<file path="config.mk">
export PLATFORM = sky130hd
export DESIGN_NAME = msseq_sequencer
export DESIGN_NICKNAME = d
export VERILOG_FILES = /design/src/hw/msseq_pkg.sv /design/src/hw/msseq_sequencer.sv
export SDC_FILE = /design/constraint.sdc
export NUM_CORES = 1
export LEC_CHECK = 0
export ABC_AREA = 0
export BUFFER_PORTS_ARGS = -buffer_cell sky130_fd_sc_hd__buf_2
export CORE_ASPECT_RATIO = 0.75
export CORE_UTILIZATION = 49
export DETAILED_ROUTE_END_ITERATION = 8
export PLACE_DENSITY = 0.8
export SETUP_SLACK_MARGIN = 0.3
export SLEW_MARGIN = 30
export SYNTH_ARGS = -nofsm -noshare
export SYNTH_HDL_FRONTEND = slang
export SYNTH_SLANG_ARGS = --single-unit
export TNS_END_PERCENT = 50
</file>
<file path="constraint.sdc">
create_clock -name clock -period 18.24 [get_ports clock]
set_input_delay 1.824 -clock clock [delete_from_list [all_inputs] [get_ports clock]]
set_output_delay 1.824 -clock clock [all_outputs]
set_load 0.005 [all_outputs]
</file>
<file path="src/hw/msseq_pkg.sv">
package msseq_pkg;
  // clock and oscillator timing
  localparam int CLK_PERIOD_NS = 4;
  localparam int DISCHARGE_NS = 150;
  localparam int DISCHARGE_CYC =
    (DISCHARGE_NS + CLK_PERIOD_NS - 1) / CLK_PERIOD_NS;
  localparam int DUTY_NUM = 4;
  localparam int DUTY_DEN = 5;
  // sequencing counts, in oscillator cycles
  localparam int AUX_SS_CYCLES = 4096;
  localparam int BUCK_SS_CYCLES = 2048;
  localparam int BOOST_START_CYCLES = 4096;
  localparam int FAULT_CYCLES = 100000;
  // channel indices
  localparam int NCH = 4;
  localparam int NFT = 5;
  localparam int CH_BUCK = 0;
  localparam int CH_AUX1 = 1;
  localparam int CH_AUX2 = 2;
  localparam int CH_AUX3 = 3;
  localparam int FT_BOOST = 4;
  // widths
  localparam int SS_W = 13;
  localparam int FT_W = 17;
  localparam int PER_W = 16;
  localparam int REF_W = 13;
  localparam logic [REF_W-1:0] REF_FULL = 13'h1000;
  // register map
  localparam int ADDR_W = 8;
  localparam logic [ADDR_W-1:0] ADDR_CTRL = 8'h00;
  localparam logic [ADDR_W-1:0] ADDR_STATUS = 8'h04;
  localparam logic [ADDR_W-1:0] ADDR_REF_LO = 8'h08;
  localparam logic [ADDR_W-1:0] ADDR_REF_HI = 8'h0C;
  localparam int CTRL_INVERT = 0;
  localparam int ST_FAULT = 0;
  localparam int ST_UV = 1;
  localparam int ST_BOOST_UP = 2;
  localparam int ST_THERMAL = 3;
  localparam int ST_ON = 4;
  localparam int ST_DONE = 8;
  localparam int REF_HI_SHIFT = 16;

  typedef enum logic [1:0] {
    OSC_CHARGE = 2'b01,
    OSC_DISCHARGE = 2'b10
  } msseq_osc_type;

  typedef struct packed {
    logic psel;
    logic penable;
    logic pwrite;
    logic [ADDR_W-1:0] paddr;
    logic [31:0] pwdata;
  } msseq_apb_type;

  typedef struct packed {
    logic boostRegOk;
    logic boostAboveUv;
    logic [NFT-1:0] outOfReg;
    logic timingTrip;
    logic [2:0] pulseEnd;
    logic thermalLimit;
  } msseq_sense_type;

  typedef struct packed {
    msseq_osc_type osc;
    logic [PER_W-1:0] oscCnt;
    logic [PER_W-1:0] period;
    logic boostUp;
    logic [SS_W-1:0] startCnt;
    logic fault;
    logic [NCH-1:0][SS_W-1:0] ssCnt;
    logic [NFT-1:0][FT_W-1:0] ftCnt;
    logic [2:0] gateOn;
    logic [2:0] gateLvl;
    logic [NCH-1:0] chanOn;
    logic [NCH-1:0][REF_W-1:0] refCode;
    logic startOsc;
    logic pwmEn;
    logic refEn;
    logic discharge;
    logic goodBuck;
    logic goodAux1;
    logic flagLow;
    logic invert;
    logic [31:0] prdata;
  } msseq_state_type;
endpackage : msseq_pkg

</file>
<file path="src/hw/msseq_sequencer.sv">
// What this block does
// RULE1: boost channel starts on its enable alone, needing no other channel.
// RULE2: buck and aux channels start on their enables only after boost regulates.
// RULE3: enabled aux channels ramp their reference from zero over 4096 cycles.
// RULE4: boost channel has no soft-start ramp.
// RULE5: buck ramp lasts 2048 cycles, half the others.
// RULE6: any channel out of regulation 100,000 cycles latches all channels and the boost switch off; reference and oscillator keep running.
// RULE7: fault latch holds until boost enable toggles or power cycles.
// RULE8: fault detection off while a channel's first soft-start runs.
// RULE9: boost rail under 2.5V shuts all channels at once.
// RULE10: after undervoltage shutdown boost retries start-up by itself.
// RULE11: boost not regulated by end of start interval retriggers fault.
// RULE12: buck good pulls low after buck soft-start; released otherwise.
// RULE13: aux1 good pulls low after aux1 soft-start; released otherwise.
// RULE14: fault flag released on overload trip, pulled low normally.
// RULE15: reference enabled only with boost enable high and rail above 2.5V.
// RULE16: below 2.5V startup oscillator drives boost; above, PWM takes over.
// RULE17: cycle ends on timing trip, then 150ns discharge before next cycle.
// RULE18: aux3 gate drives a P switch, active low.
// RULE19: aux2 gate active low in inverting variant, else like aux1.
// RULE20: aux gates turn switch on at start of each oscillator cycle.
// RULE21: aux gates turn off by 80% of the period at the latest.
// RULE22: buck stays inactive until boost regulates.
// RULE23: per-channel fault timer clears whenever out-of-regulation drops.
// RULE24: soft-start counter steps reference in equal increments to full scale.
`timescale 1ns/100ps
`default_nettype none
module msseq_sequencer #(
  parameter int AUX_SS_P = msseq_pkg::AUX_SS_CYCLES,
  parameter int BUCK_SS_P = msseq_pkg::BUCK_SS_CYCLES,
  parameter int BOOST_START_P = msseq_pkg::BOOST_START_CYCLES,
  parameter int FAULT_P = msseq_pkg::FAULT_CYCLES
) (
  input wire logic clock, // 250 MHz
  input wire logic srst, // sync reset, high
  input wire msseq_pkg::msseq_apb_type apb, // apb request
  output logic [31:0] prdata, // apb read data
  output logic pready, // apb ready
  output logic pslverr, // apb error, unmapped
  input wire logic boost_enable_in, // boost enable
  input wire logic buck_enable_in, // buck enable
  input wire logic aux1_enable_in, // aux1 enable
  input wire logic aux2_enable_in, // aux2 enable
  input wire logic aux3_enable_in, // aux3 enable
  input wire msseq_pkg::msseq_sense_type sense, // comparators
  output logic boostStartupOscEn, // startup oscillator drives switch
  output logic boostPwmEn, // pwm loop drives switch
  output logic refEnable, // reference on
  output logic [msseq_pkg::NCH-1:0] chanEnable, // buck,aux1..3 run
  output logic [msseq_pkg::NCH-1:0][msseq_pkg::REF_W-1:0] refCode, // ramp
  output logic timingDischarge, // timing node discharge switch
  output logic aux1_gate, // aux1 gate level
  output logic aux2_gate, // aux2 gate level
  output logic aux3_gate, // aux3 gate level
  output logic buck_good_n_o, // open drain data
  output logic buck_good_n_oe, // high pulls low
  output logic aux1_good_n_o, // open drain data
  output logic aux1_good_n_oe, // high pulls low
  output logic fault_flag_o, // open drain data
  output logic fault_flag_oe // high pulls low
);
  localparam int DIS_I = msseq_pkg::DISCHARGE_CYC;
  localparam int DIS_M1 = msseq_pkg::DISCHARGE_CYC - 1;

  if (AUX_SS_P < 1 || AUX_SS_P > 4096 || 4096 % AUX_SS_P != 0)
  begin : g_chk_aux
    $error("aux soft-start count must divide 4096");
  end
  if (BUCK_SS_P < 1 || BUCK_SS_P > 4096 || 4096 % BUCK_SS_P != 0)
  begin : g_chk_buck
    $error("buck soft-start count must divide 4096");
  end
  if (BOOST_START_P < 1 || BOOST_START_P >= (1 << msseq_pkg::SS_W))
  begin : g_chk_start
    $error("boost start count out of range");
  end
  if (FAULT_P < 2 || FAULT_P >= (1 << msseq_pkg::FT_W))
  begin : g_chk_fault
    $error("fault count out of range");
  end

  function automatic logic [msseq_pkg::SS_W-1:0] ssLen(input int ch);
    ssLen = (ch == msseq_pkg::CH_BUCK) ? msseq_pkg::SS_W'(BUCK_SS_P)
                                       : msseq_pkg::SS_W'(AUX_SS_P);
  endfunction : ssLen

  function automatic logic [msseq_pkg::REF_W-1:0] ssRef(
    input logic [msseq_pkg::SS_W-1:0] cnt, input int ch);
    logic [msseq_pkg::REF_W+msseq_pkg::SS_W-1:0] prod;
    prod = cnt * (msseq_pkg::REF_FULL / ssLen(ch));
    ssRef = prod[msseq_pkg::REF_W-1:0];
  endfunction : ssRef

  function automatic logic [msseq_pkg::PER_W-1:0] maxOn(
    input logic [msseq_pkg::PER_W-1:0] per);
    int prod;
    prod = (int'(per) * msseq_pkg::DUTY_NUM) / msseq_pkg::DUTY_DEN;
    maxOn = prod[msseq_pkg::PER_W-1:0];
  endfunction : maxOn

  msseq_pkg::msseq_state_type s_q;
  msseq_pkg::msseq_state_type s_d;
  logic tick;
  logic uv;
  logic boostRun;
  logic faultSet;
  logic ftHit;
  logic [msseq_pkg::NCH-1:0] enIn;
  logic [msseq_pkg::NCH-1:0] chanOn;
  logic [msseq_pkg::NCH-1:0] ssDone;
  logic [msseq_pkg::NFT-1:0] ftActive;
  logic [2:0] dutyOver;
  logic access;
  logic addrOk;

  assign enIn = {aux3_enable_in, aux2_enable_in, aux1_enable_in,
                 buck_enable_in};
  assign access = apb.psel & apb.penable;
  assign addrOk = apb.paddr == msseq_pkg::ADDR_CTRL
               || apb.paddr == msseq_pkg::ADDR_STATUS
               || apb.paddr == msseq_pkg::ADDR_REF_LO
               || apb.paddr == msseq_pkg::ADDR_REF_HI;

  always_comb
  begin
    s_d = s_q;
    tick = 1'b0;
    faultSet = 1'b0;
    ftHit = 1'b0;
    uv = ~sense.boostAboveUv;
    boostRun = boost_enable_in & ~s_q.fault; // RULE1
    // oscillator: charge until trip, then fixed discharge
    case (s_q.osc)
      msseq_pkg::OSC_CHARGE:
      begin
        if (!(boost_enable_in && sense.boostAboveUv))
        begin
          s_d.oscCnt = '0;
        end
        else if (sense.timingTrip)
        begin
          s_d.osc = msseq_pkg::OSC_DISCHARGE; // RULE17
          s_d.period = s_q.oscCnt + msseq_pkg::PER_W'(DIS_I + 1);
          s_d.oscCnt = '0;
        end
        else if (s_q.oscCnt != '1)
        begin
          s_d.oscCnt = s_q.oscCnt + 1'b1;
        end
      end
      msseq_pkg::OSC_DISCHARGE:
      begin
        if (s_q.oscCnt == msseq_pkg::PER_W'(DIS_M1))
        begin
          s_d.osc = msseq_pkg::OSC_CHARGE; // RULE17
          s_d.oscCnt = '0;
          tick = 1'b1;
        end
        else
        begin
          s_d.oscCnt = s_q.oscCnt + 1'b1;
        end
      end
      default:
      begin
        s_d.osc = msseq_pkg::OSC_CHARGE;
        s_d.oscCnt = '0;
      end
    endcase
    s_d.discharge = s_d.osc == msseq_pkg::OSC_DISCHARGE;

    // boost: no ramp, start interval guards against persisting overload
    if (!boostRun || uv)
    begin
      s_d.boostUp = 1'b0; // RULE9
      s_d.startCnt = '0; // RULE10
    end
    else if (sense.boostRegOk)
    begin
      s_d.boostUp = 1'b1; // RULE4
    end
    else if (!s_q.boostUp && tick)
    begin
      s_d.startCnt = s_q.startCnt + 1'b1;
      if (s_q.startCnt == msseq_pkg::SS_W'(BOOST_START_P - 1))
      begin
        faultSet = 1'b1; // RULE11
      end
    end
    s_d.startOsc = boostRun & uv; // RULE16
    s_d.pwmEn = boostRun & ~uv; // RULE16
    s_d.refEn = boost_enable_in & ~uv; // RULE15

    // sequenced channels wait for the boost rail
    for (int i = 0; i < msseq_pkg::NCH; i++)
    begin
      chanOn[i] = enIn[i] & s_q.boostUp & boostRun & ~uv; // RULE2 RULE22
      ssDone[i] = s_q.ssCnt[i] == ssLen(i);
      if (!chanOn[i])
      begin
        s_d.ssCnt[i] = '0;
      end
      else if (tick && !ssDone[i])
      begin
        s_d.ssCnt[i] = s_q.ssCnt[i] + 1'b1; // RULE3 RULE5
      end
      s_d.refCode[i] = ssRef(s_d.ssCnt[i], i); // RULE24
      ftActive[i] = chanOn[i] & ssDone[i]; // RULE8
    end
    s_d.chanOn = chanOn;
    ftActive[msseq_pkg::FT_BOOST] = s_q.boostUp & boostRun & ~uv;

    // fault timers count unbroken out-of-regulation cycles only
    for (int i = 0; i < msseq_pkg::NFT; i++)
    begin
      if (!ftActive[i] || !sense.outOfReg[i])
      begin
        s_d.ftCnt[i] = '0; // RULE23
      end
      else if (tick)
      begin
        s_d.ftCnt[i] = s_q.ftCnt[i] + 1'b1;
        if (s_q.ftCnt[i] == msseq_pkg::FT_W'(FAULT_P - 1))
        begin
          ftHit = 1'b1; // RULE6
        end
      end
    end
    faultSet = faultSet | ftHit;
    // set wins over the enable-low clear
    if (faultSet)
    begin
      s_d.fault = 1'b1; // RULE6
    end
    else if (!boost_enable_in)
    begin
      s_d.fault = 1'b0; // RULE7
    end

    // aux gates: on at cycle start, off by comparator or duty limit
    for (int g = 0; g < 3; g++)
    begin
      // drop one cycle early: the gate register adds a cycle of on time
      dutyOver[g] = s_q.period != '0
        && s_q.oscCnt >= maxOn(s_q.period) - 1'b1;
      if (!chanOn[g + 1] || s_d.fault)
      begin
        s_d.gateOn[g] = 1'b0;
      end
      else if (tick)
      begin
        s_d.gateOn[g] = 1'b1; // RULE20
      end
      else if (sense.pulseEnd[g] || s_q.osc != msseq_pkg::OSC_CHARGE
               || dutyOver[g])
      begin
        s_d.gateOn[g] = 1'b0; // RULE21
      end
    end
    s_d.gateLvl[0] = s_d.gateOn[0];
    s_d.gateLvl[1] = s_q.invert ? ~s_d.gateOn[1] : s_d.gateOn[1]; // RULE19
    s_d.gateLvl[2] = ~s_d.gateOn[2]; // RULE18

    // status pins
    s_d.goodBuck = s_d.chanOn[msseq_pkg::CH_BUCK] & ~sense.thermalLimit
      & (s_d.ssCnt[msseq_pkg::CH_BUCK] == ssLen(msseq_pkg::CH_BUCK)); // RULE12
    s_d.goodAux1 = s_d.chanOn[msseq_pkg::CH_AUX1] & ~sense.thermalLimit
      & (s_d.ssCnt[msseq_pkg::CH_AUX1] == ssLen(msseq_pkg::CH_AUX1)); // RULE13
    s_d.flagLow = ~s_d.fault; // RULE14

    // apb: read data latched in setup, write lands in access phase
    if (access && apb.pwrite && apb.paddr == msseq_pkg::ADDR_CTRL)
    begin
      s_d.invert = apb.pwdata[msseq_pkg::CTRL_INVERT];
    end
    if (apb.psel && !apb.penable)
    begin
      s_d.prdata = '0;
      case (apb.paddr)
        msseq_pkg::ADDR_CTRL:
        begin
          s_d.prdata[msseq_pkg::CTRL_INVERT] = s_q.invert;
        end
        msseq_pkg::ADDR_STATUS:
        begin
          s_d.prdata[msseq_pkg::ST_FAULT] = s_q.fault;
          s_d.prdata[msseq_pkg::ST_UV] = uv;
          s_d.prdata[msseq_pkg::ST_BOOST_UP] = s_q.boostUp;
          s_d.prdata[msseq_pkg::ST_THERMAL] = sense.thermalLimit;
          s_d.prdata[msseq_pkg::ST_ON +: msseq_pkg::NCH] = s_q.chanOn;
          s_d.prdata[msseq_pkg::ST_DONE +: msseq_pkg::NCH] = ssDone;
        end
        msseq_pkg::ADDR_REF_LO:
        begin
          s_d.prdata[msseq_pkg::REF_W-1:0] = s_q.refCode[0];
          s_d.prdata[msseq_pkg::REF_HI_SHIFT +: msseq_pkg::REF_W] =
            s_q.refCode[1];
        end
        msseq_pkg::ADDR_REF_HI:
        begin
          s_d.prdata[msseq_pkg::REF_W-1:0] = s_q.refCode[2];
          s_d.prdata[msseq_pkg::REF_HI_SHIFT +: msseq_pkg::REF_W] =
            s_q.refCode[3];
        end
        default:
        begin
          s_d.prdata = '0;
        end
      endcase
    end
  end

  always_ff @(posedge clock)
  begin
    if (srst)
    begin
      s_q <= '0;
      s_q.osc <= msseq_pkg::OSC_CHARGE;
    end
    else
    begin
      s_q <= s_d;
    end
  end

  // zero-wait slave: answer in the first access cycle
  assign pready = access;
  assign pslverr = access & ~addrOk;
  assign prdata = s_q.prdata;
  assign boostStartupOscEn = s_q.startOsc;
  assign boostPwmEn = s_q.pwmEn;
  assign refEnable = s_q.refEn;
  assign chanEnable = s_q.chanOn;
  assign refCode = s_q.refCode;
  assign timingDischarge = s_q.discharge;
  assign aux1_gate = s_q.gateLvl[0];
  assign aux2_gate = s_q.gateLvl[1];
  assign aux3_gate = s_q.gateLvl[2];
  assign buck_good_n_o = 1'b0;
  assign buck_good_n_oe = s_q.goodBuck;
  assign aux1_good_n_o = 1'b0;
  assign aux1_good_n_oe = s_q.goodAux1;
  assign fault_flag_o = 1'b0;
  assign fault_flag_oe = s_q.flagLow;
endmodule : msseq_sequencer
`default_nettype wire

</file>
# After elaboration in Yosys (flattened, before gate mapping)
# Index checks and enable logic that the tools add are counted.
# word_totals
register_bits	243
latch_bits	0
mem_bits_rw	0
rom_bits	0
inputBits	62
output_inout_bits	103
mem_count	0
# classes
n_addsub	13
n_mul	0
n_div	1
n_lt_le_gt_ge	1
n_eq_ne	22
shift	0
muxes	53
n_bitwise	37
reduce_logical	58
# op_table
cell	count
$mux W13	8
$add A17 B1 Y17 const B	5
$eq A17 B17 Y1 const B	5
$add A13 B1 Y13 const B	5
$mux W16	4
$eq A13 B13 Y1 const B	4
$eq A13 B12 Y1 const B	3
$pmux W18 S2	1
$mux W1	33
$pmux W11 S3	1
$div A19 B4 Y32 const B	1
$and A1 B1 Y1	28
$pmux W13 S2	1
$logic_not A1 Y1	20
$logic_or A1 B1 Y1	18
$add A16 B1 Y16 const B	1
$add A16 B6 Y16 const B	1
$eq A16 B6 Y1 const B	1
$eq A8 B4 Y1 const B	2
$ge A16 B16 Y1	1
$ne A16 B16 Y1 const B	1
$reduce_bool A16 Y1	1
$sub A16 B1 Y16 const B	1
$reduce_or A2 Y1	6
other kinds (14)	33

# Depth between registers and ports, before layout
# Gate-level depths: netlist of the first run.
# depth
depth_word	26
mapped_depth	47

# Least setup slack after synthesis of the first run
# Ideal clock, no wire load.
# synth_path
path_kind	register to register
from	register s_q[268] (netlist bit)
to	register s_q, in the netlist aux2_gate
setup_ps	128
arrival_ps	8851
required_ps	18112
path_slack_ps	9262
path_stages_with_launch	48
path_buffers	4
period_less_slack_ps	8978
cell_sequence	dfxtp_1 -> buf_6 -> nand2b_4 -> buf_6 -> o211a_1 -> a211o_1 -> a22o_4 -> a41oi_4 -> a21oi_2 -> a221oi_2 -> mux2i_2 -> or4b_1 -> buf_4 -> a21oi_1 -> mux2i_1 -> o2111ai_1 -> o211ai_2 -> buf_2 -> [... 12 more ...] -> ha_1 -> a21o_1 -> a21o_1 -> a21o_1 -> a21o_1 -> a21o_1 -> a21o_1 -> a21o_1 -> a21o_1 -> a21o_1 -> a21oi_1 -> o21ai_0 -> a41o_1 -> o21ai_0 -> nand4b_1 -> a211o_1 -> xor2_1 -> nor2_1
# synth_via
elab_chain_len	10
elab_cells_between_ends	11
cone_classes	add/sub: 1; div: 1; order compare: 1; mux: 4; bitwise: 1; reduce/logical: 3
# synth_lines
element	line_no	rtl
start: declaration	msseq_sequencer.sv:101	msseq_pkg::msseq_state_type s_q;
$div A19 B4 Y32	msseq_sequencer.sv:97	prod = (int'(per) * msseq_pkg::DUTY_NUM) / msseq_pkg::DUTY_DEN;
$sub A16 B1 Y16	msseq_sequencer.sv:245	&& s_q.oscCnt >= maxOn(s_q.period) - 1'b1;
$ge A16 B16 Y1	msseq_sequencer.sv:245	
$logic_and A1 B1 Y1 *	msseq_sequencer.sv:245	
$logic_or A1 B1 Y1 *	msseq_sequencer.sv:255	|| dutyOver[g])
$mux W1 *	msseq_sequencer.sv:254	else if (sense.pulseEnd[g] || s_q.osc != msseq_pkg::OSC_CHARGE
$mux W1 *	msseq_sequencer.sv:250	else if (tick)
$mux W1 *	msseq_sequencer.sv:246	if (!chanOn[g + 1] || s_d.fault)
$not A1 Y1	msseq_sequencer.sv:261	s_d.gateLvl[1] = s_q.invert ? ~s_d.gateOn[1] : s_d.gateOn[1];
$mux W1 *	msseq_sequencer.sv:261	
# Mark *: on every way between the ends. The rest lies on a longest branch, timed or not.
# A chain may end at the register's enable or synchronous reset.

# Worst setup path after layout of the first run
# layout_path
from	register s_q[267] (netlist bit)
to	register s_q, in the netlist aux3_gate
# layout_via
elab_chain_len	9
elab_cells_between_ends	10
cone_classes	add/sub: 1; div: 1; order compare: 1; mux: 3; bitwise: 1; reduce/logical: 3
# layout_lines
element	line_no	rtl
$div A19 B4 Y32	msseq_sequencer.sv:97	
$sub A16 B1 Y16	msseq_sequencer.sv:245	
$ge A16 B16 Y1	msseq_sequencer.sv:245	
$logic_and A1 B1 Y1 *	msseq_sequencer.sv:245	
$logic_or A1 B1 Y1 *	msseq_sequencer.sv:255	
$mux W1 *	msseq_sequencer.sv:254	
$mux W1 *	msseq_sequencer.sv:250	
$mux W1 *	msseq_sequencer.sv:246	
$not A1 Y1 *	msseq_sequencer.sv:262	s_d.gateLvl[2] = ~s_d.gateOn[2];
# Marks and branches as above.

==> impl_metrics.csv, run 1 <==
group,metric,value,unit
outcome,outcome,"completed",
synth,ys.warnings.count,0,
cts,post_cts_buffers,0,
power_and_ir_drop,vdd.ir_drop.worst,0.0715,mV
timing,period_share,62.8,%
timing,fin_tns_setup,0,ns
final_layout,stdcell_area,15200,um2
placed_design,routabilityCongestion,0.940,
cts,cts.sinks,229,
cts,cts_hold_buffers,0,
critical_path,crit_start,"s_q[267]",
power_and_ir_drop,total_leakage_power,0.00553,uW
synth,synth_top_family_by_area,"simple AND/OR/NAND/NOR gates",
cts,cts_resized,0,
critical_path,worst_setup_path_end_kind,"flop",
synth,yosysMostFrequentCell,"nor2_1",
final_layout,drive_above_1_share,12.9,%
synth,synth_compound_area_share,17.3,%
timing,maxSlewViolCount,0,
global_route,antenna_found_initial,2,
global_route,grt_start_max_net_pins,64,
routing,drc,0,
routing,firstDrtPassIters,8,
cts,cts-root-buf,"clkbuf_16",
synth,yosys_most_used_dff,"dfxtp_1",
cts,cts_tree,"done",
placed_design,placedCellCount,2162,
synth,synthXorXnorAreaFrac,9.19,%
floorplanning,rows,53,
floorplanning,die_area,30000,um2
routing,num_vias,13405,
flow_run,max-cap-violations,0,
cts,ctsLongestPathBuffers,3,
routing,drt_iter0_markers,1338,
global_route,grt_overflow,0,
synth,synth_adder_area_share,3.46,%
cts,htreeDepth,1,
synth,ys_seq_area_share,31.9,%
floorplanning,core_area,28400,um2
routing,routed_via_density,6.08,
placed_design,numPortBuffers,123,
power_and_ir_drop,pwr_density_cell,97.5,nW/um2
routing,routedWlPerCell,17.7,um
critical_path,slowest_stage,"dfxtp_1",
timing,hold_violations,0,
floorplanning,die_height,150,um
timing,relSlewSlack,35.9,%
critical_path,critPathMaxStageDelay,0.77,ns
critical_path,cp_max_fo,19,
timing,clock_skew,0.0196,ns
final_layout,regArea,4580,um2
critical_path,worst_ep_arrival_time,11.80,ns
global_route,grt_pass1_vias,12001,
synth,synth_cell_type_count,101,
synth,netlist_instances,1829,
timing,finalSetupViolCount,0,
timing,rsz0062_at_grt,"false",
floorplanning,num_io_pins,165,
floorplanning,fp.dieW,200,um
timing,max_slew.worst_pin.slew,0.959,ns
critical_path,startpoint_type,"flop",
final_layout,final_nets,1903,
cts,clk_pin_slew,0.07,ns
global_route,grt_pass1_wl,61900,um
final_layout,finalNonFillerCells,2203,
min_path,hold_class,"flop to flop",
synth,synth_area_leader_cell,"dfxtp_1",
cts,clkLatencyLatePin,0.52,ns
synth,syn_area,14400,um2
critical_path,regToRegStartpoint,"s_q[267]",
synth,ys_ff_latch,229,
synth,synth_edf_count,0,
critical_path,cpMostUsedCell,"o21ai_0",
global_route,grt_usage,25.6,%
critical_path,crit_type,"flop to flop",
synth,avgSynthCellArea,7.86,um2
min_path,worstHoldStart,"s_q[247]",
placed_design,dp_hpwl,28200,um
final_layout,fill_cells,2599,
synth,synth.top_cells.by_count,"nor2_1, dfxtp_1, nand2_1",
timing,timing.fmax,87.3,MHz
routing,antenna_left,0,
routing,routed_wl,39000,um
critical_path,required,18.59,ns
synth,yosys.area_share.simple,27.4,%
floorplanning,start_util,50.5,%
synth,async_reset_ff_share,0,%
synth,synth.area.top_cells,"dfxtp_1, nor2_1, xor2_1, buf_4, nand2_1",
synth,yosysTopAreaCellShare,31.9,%
final_layout,syn_to_final_growth,6.08,%
timing,post-route-min-period,11.46,ns
cts,cts_buffers,23,
placed_design,place_area,14500,um2
synth,synthMuxAreaShare,1.74,%
timing,whs,0.485,ns
final_layout,multi_input_area,8550,um2
==> cell type report <==
cell class	count	area share, %
antenna	1	0.0164
clock inverter	8	0.829
timing repair buffer	132	4.48
multi-input combinational	1368	56.1
tap	385	3.16
inverter	48	1.18
clock buffer	32	4.19
sequential	229	30.1
==> layer usage <==
layer  global-route usage [%]  wire length, um  vias to the layer above
met2                     39.1            16600                      606
li1                         -                -                     6365
met4                     7.48             1050                        0
met1                     36.8            17900                     6368
met3                     4.05             3420                       66
met5                        0                0                        -
==> layout by cell type (no fill, tap or decap), types with 10 or more instances in the layout <==
master / count
clkbuf_16: 23
or3_1: 46
a311oi_1: 10
nor2b_1: 13
nor4b_1: 14
o21ai_1: 10
xor2_1: 108
nor2_1: 261
ha_1: 39
conb_1: 10
mux2_2: 13
buf_2: 123
a221oi_1: 18
nand3_1: 60
a31oi_1: 11
a211oi_1: 15
nand4_1: 52
a22o_1: 14
inv_1: 47
a21o_1: 12
xnor2_1: 41
nor3_1: 59
a21oi_1: 78
dfxtp_1: 229
nor4_1: 17
o21ai_0: 75
o211ai_1: 13
a22oi_1: 18
and3_1: 42
nand2_1: 153
==> cells by family (layout without fill, tap and decap cells) <==
family | after synthesis | after routing
multiplexers | 23 | 23
AND/OR/NAND/NOR | 789 | 789
buffers and inverters | 241 | 220
flip-flops | 229 | 229
XOR/XNOR | 150 | 150
other | 1 | 11
AO/OA/AOI/OAI | 356 | 356
adder cells (fa/ha/maj) | 40 | 40
==> state kept, by name (all words and copies together), names as in the netlist, 4 cells and up <==
| name | cells |
|---|---|
| chanEnable | 4 |
| refCode | 39 |
| prdata | 26 |
| s_q | 151 |
==> stage by stage <==
step | total power, uW | worst slack [ns] | utilization (%)
CTS | 1480 | 7.04 | 53.6
global placement | 984 | 7.37 | 50.9
detailed placement | 997 | 7.10 | 50.9
floorplan | 897 | 9.26 | -
global route | 1560 | 6.13 | 53.6
finish | 1490 | 6.78 | 53.6
==> worst paths after layout <==
path | end | slack, ns | depth (start not counted)
setup / recovery | aux3_gate | 6.78 | 41
hold / removal | s_q[247] | 0.48 | 2
setup reg to reg | aux3_gate | 6.78 | 41
hold reg to reg | s_q[247] | 0.48 | 2
==> critical path: cells and delay by family, from the launching register on <==
kind	cells	cell delay, ns
adder cells (fa/ha/maj)	4	1.12
AND/OR/NAND/NOR	10	3.36
flip-flops	1	0.77
AO/OA/AOI/OAI	22	5.42
buffers and inverters	3	0.22
XOR/XNOR	2	0.39
==> power by group <==
group | switching, uW | internal, uW
Clock | 197 | 288
Combinational | 291 | 191
Sequential | 13.3 | 506
(Power assumes the default switching activity.)
==> inputs of run 2 (changes only) <==
Clock period 18.24 ns to 11.6 ns, I/O delays scaled along.
==> impl_metrics.csv, run 2 (same netlist as run 1, synthesis figures left out) <==
group,metric,value,unit
routing,firstDrtPassIters,6,
timing,rsz0062_at_grt,"false",
timing,finalSetupViolCount,0,
routing,antenna_left,0,
power_and_ir_drop,total_leakage_power,0.00558,uW
routing,num_vias,13377,
routing,routed_via_density,6.04,
floorplanning,die_area,30000,um2
routing,routedWlPerCell,17.7,um
floorplanning,die_height,150,um
min_path,hold_class,"flop to flop",
cts,cts_tree,"done",
cts,cts_hold_buffers,0,
critical_path,worst_setup_path_end_kind,"flop",
timing,post-route-min-period,10.61,ns
placed_design,dp_hpwl,28400,um
final_layout,top_register,"s_q",
routing,drt_iter0_markers,1312,
power_and_ir_drop,clkPwrFrac,31.6,%
timing,timing.fmax,94.3,MHz
critical_path,critPathMaxStageDelay,0.69,ns
final_layout,stdcell_area,15400,um2
final_layout,final_common_cell,"nor2_1",
critical_path,critPathBufInv,4,
timing,relSlewSlack,38.1,%
power_and_ir_drop,pwr_density_cell,153,nW/um2
critical_path,startpoint_type,"flop",
final_layout,layout_common_cells,"nor2_1, dfxtp_1, nand2_1",
timing,maxSlewViolCount,0,
cts,clkLatencyLatePin,0.52,ns
timing,clock_skew,0.0313,ns
flow_run,max-cap-violations,0,
cts,cts_buffers,22,
critical_path,cp_max_fo,12,
cts,htreeDepth,1,
power_and_ir_drop,power.switching,800,uW
cts,cts.sinks,229,
placed_design,place_area,14500,um2
critical_path,worst_ep_arrival_time,10.98,ns
timing,fin_tns_setup,0,ns
cts,ctsLongestPathBuffers,3,
outcome,outcome,"completed",
placed_design,numPortBuffers,123,
global_route,antenna_found_initial,3,
final_layout,final_nets,1913,
global_route,grt_start_max_net_pins,64,
timing,max_slew.worst_pin.slew,0.927,ns
critical_path,slowest_stage,"or4_1",
global_route,grt_overflow,0,
power_and_ir_drop,p_sw_share,33.9,%
global_route,grt_pass1_vias,12272,
cts,clk_pin_slew,0.06,ns
floorplanning,start_util,50.5,%
power_and_ir_drop,vdd.ir_drop.worst,0.0942,mV
timing,hold_violations,0,
cts,cts-root-buf,"clkbuf_16",
power_and_ir_drop,seqPwrFrac,34.8,%
final_layout,largest_reg_flops,151,
final_layout,syn_to_final_growth,6.97,%
critical_path,required,11.98,ns
placed_design,routabilityCongestion,0.935,
global_route,grt_usage,25.7,%
floorplanning,core_area,28400,um2
floorplanning,num_io_pins,165,
final_layout,drive_above_1_share,14.1,%
timing,period_share,91.4,%
global_route,grt_pass1_wl,62700,um
critical_path,crit_family,"compound AO/OA/AOI/OAI gates",
power_and_ir_drop,power_frac_comb,33.6,%
floorplanning,rows,53,
critical_path,crit_type,"flop to flop",
floorplanning,fp.dieW,200,um
power_and_ir_drop,internal-power,1560,uW
routing,routed_wl,39200,um
routing,drc,0,
## run 2: cell types whose count changed in the layout (fill, tap and decap cells not counted), moves of 3 or more
cell | before | now
buf_4 | 9 | 20
dfxtp_1 | 229 | 225
clkbuf_8 | 3 | 6
dfxtp_2 | 0 | 3
## run 2: layout make-up
class | count | area (um2)
fill | 2611 | 13100
multi-input combinational | 1368 | 8600
sequential | 229 | 4590
timing repair buffer | 143 | 766
clock buffer | 32 | 648
tap | 385 | 482
inverter | 48 | 180
clock inverter | 7 | 101
antenna | 2 | 5.00
## run 2: metrics by stage
step / std cells / hold WS (ns) / utilization [%] / power, uW / setup slack [ns]
floorplan: 1838 / 0.447 / - / 1410 / 2.62
global placement: 2164 / 0.456 / 50.9 / 1550 / 0.830
detailed placement: 2164 / 0.467 / 50.9 / 1570 / 0.529
CTS: 2203 / 0.475 / 53.6 / 2320 / 0.369
global route: 2214 / 0.510 / 54.1 / 2480 / 0.310
finish: 2214 / 0.478 / 54.1 / 2360 / 0.994
## run 2: worst reg2reg max path: cells and delay by family (launching register included)
kind            cells  cell delay, ns
fa+ha+maj           4            1.09
buf+inv             4            0.42
flops               1            0.40
compound gates     24            5.85
simple gates        8            2.14
xor+xnor            3            0.56
## run 2: final timing paths
| check | startpoint | to | slack, ns | cells past startpoint |
|---|---|---|---|---|
| worst min register to register | s_q[137] | s_q[137] | 0.48 | 2 |
| worst max-delay path | s_q[267] | aux2_gate | 0.99 | 43 |
| worst min-delay path | s_q[137] | s_q[137] | 0.48 | 2 |
| worst max register to register | s_q[267] | aux2_gate | 0.99 | 43 |
## run 2: per-layer routing
| metal | share of wire (%) | vias to the layer above | GRT usage, % | wire (um) |
|---|---|---|---|---|
| met5 | 0 | - | 0 | 0 |
| met1 | 45 | 6312 | 36.7 | 17800 |
| met2 | 43 | 627 | 40.1 | 17000 |
| met3 | 9.0 | 54 | 3.92 | 3510 |
| met4 | 2.2 | 0 | 6.95 | 858 |
| li1 | - | 6384 | - | - |
## run 2: repair_timing
item | CTS | global route
resized for setup | 0 | 18
buffers inserted | 0 | 9
endpoints found under the setup margin | 0 | 5
## run 2: power groups by stage
stage | sequential (uW) | combinational [uW] | clock [uW]
floorplan | 819 | 591 | 0
global placement | 835 | 714 | 0
detailed placement | 836 | 733 | 0
CTS | 818 | 742 | 756
global route | 821 | 868 | 791
finish | 819 | 791 | 745
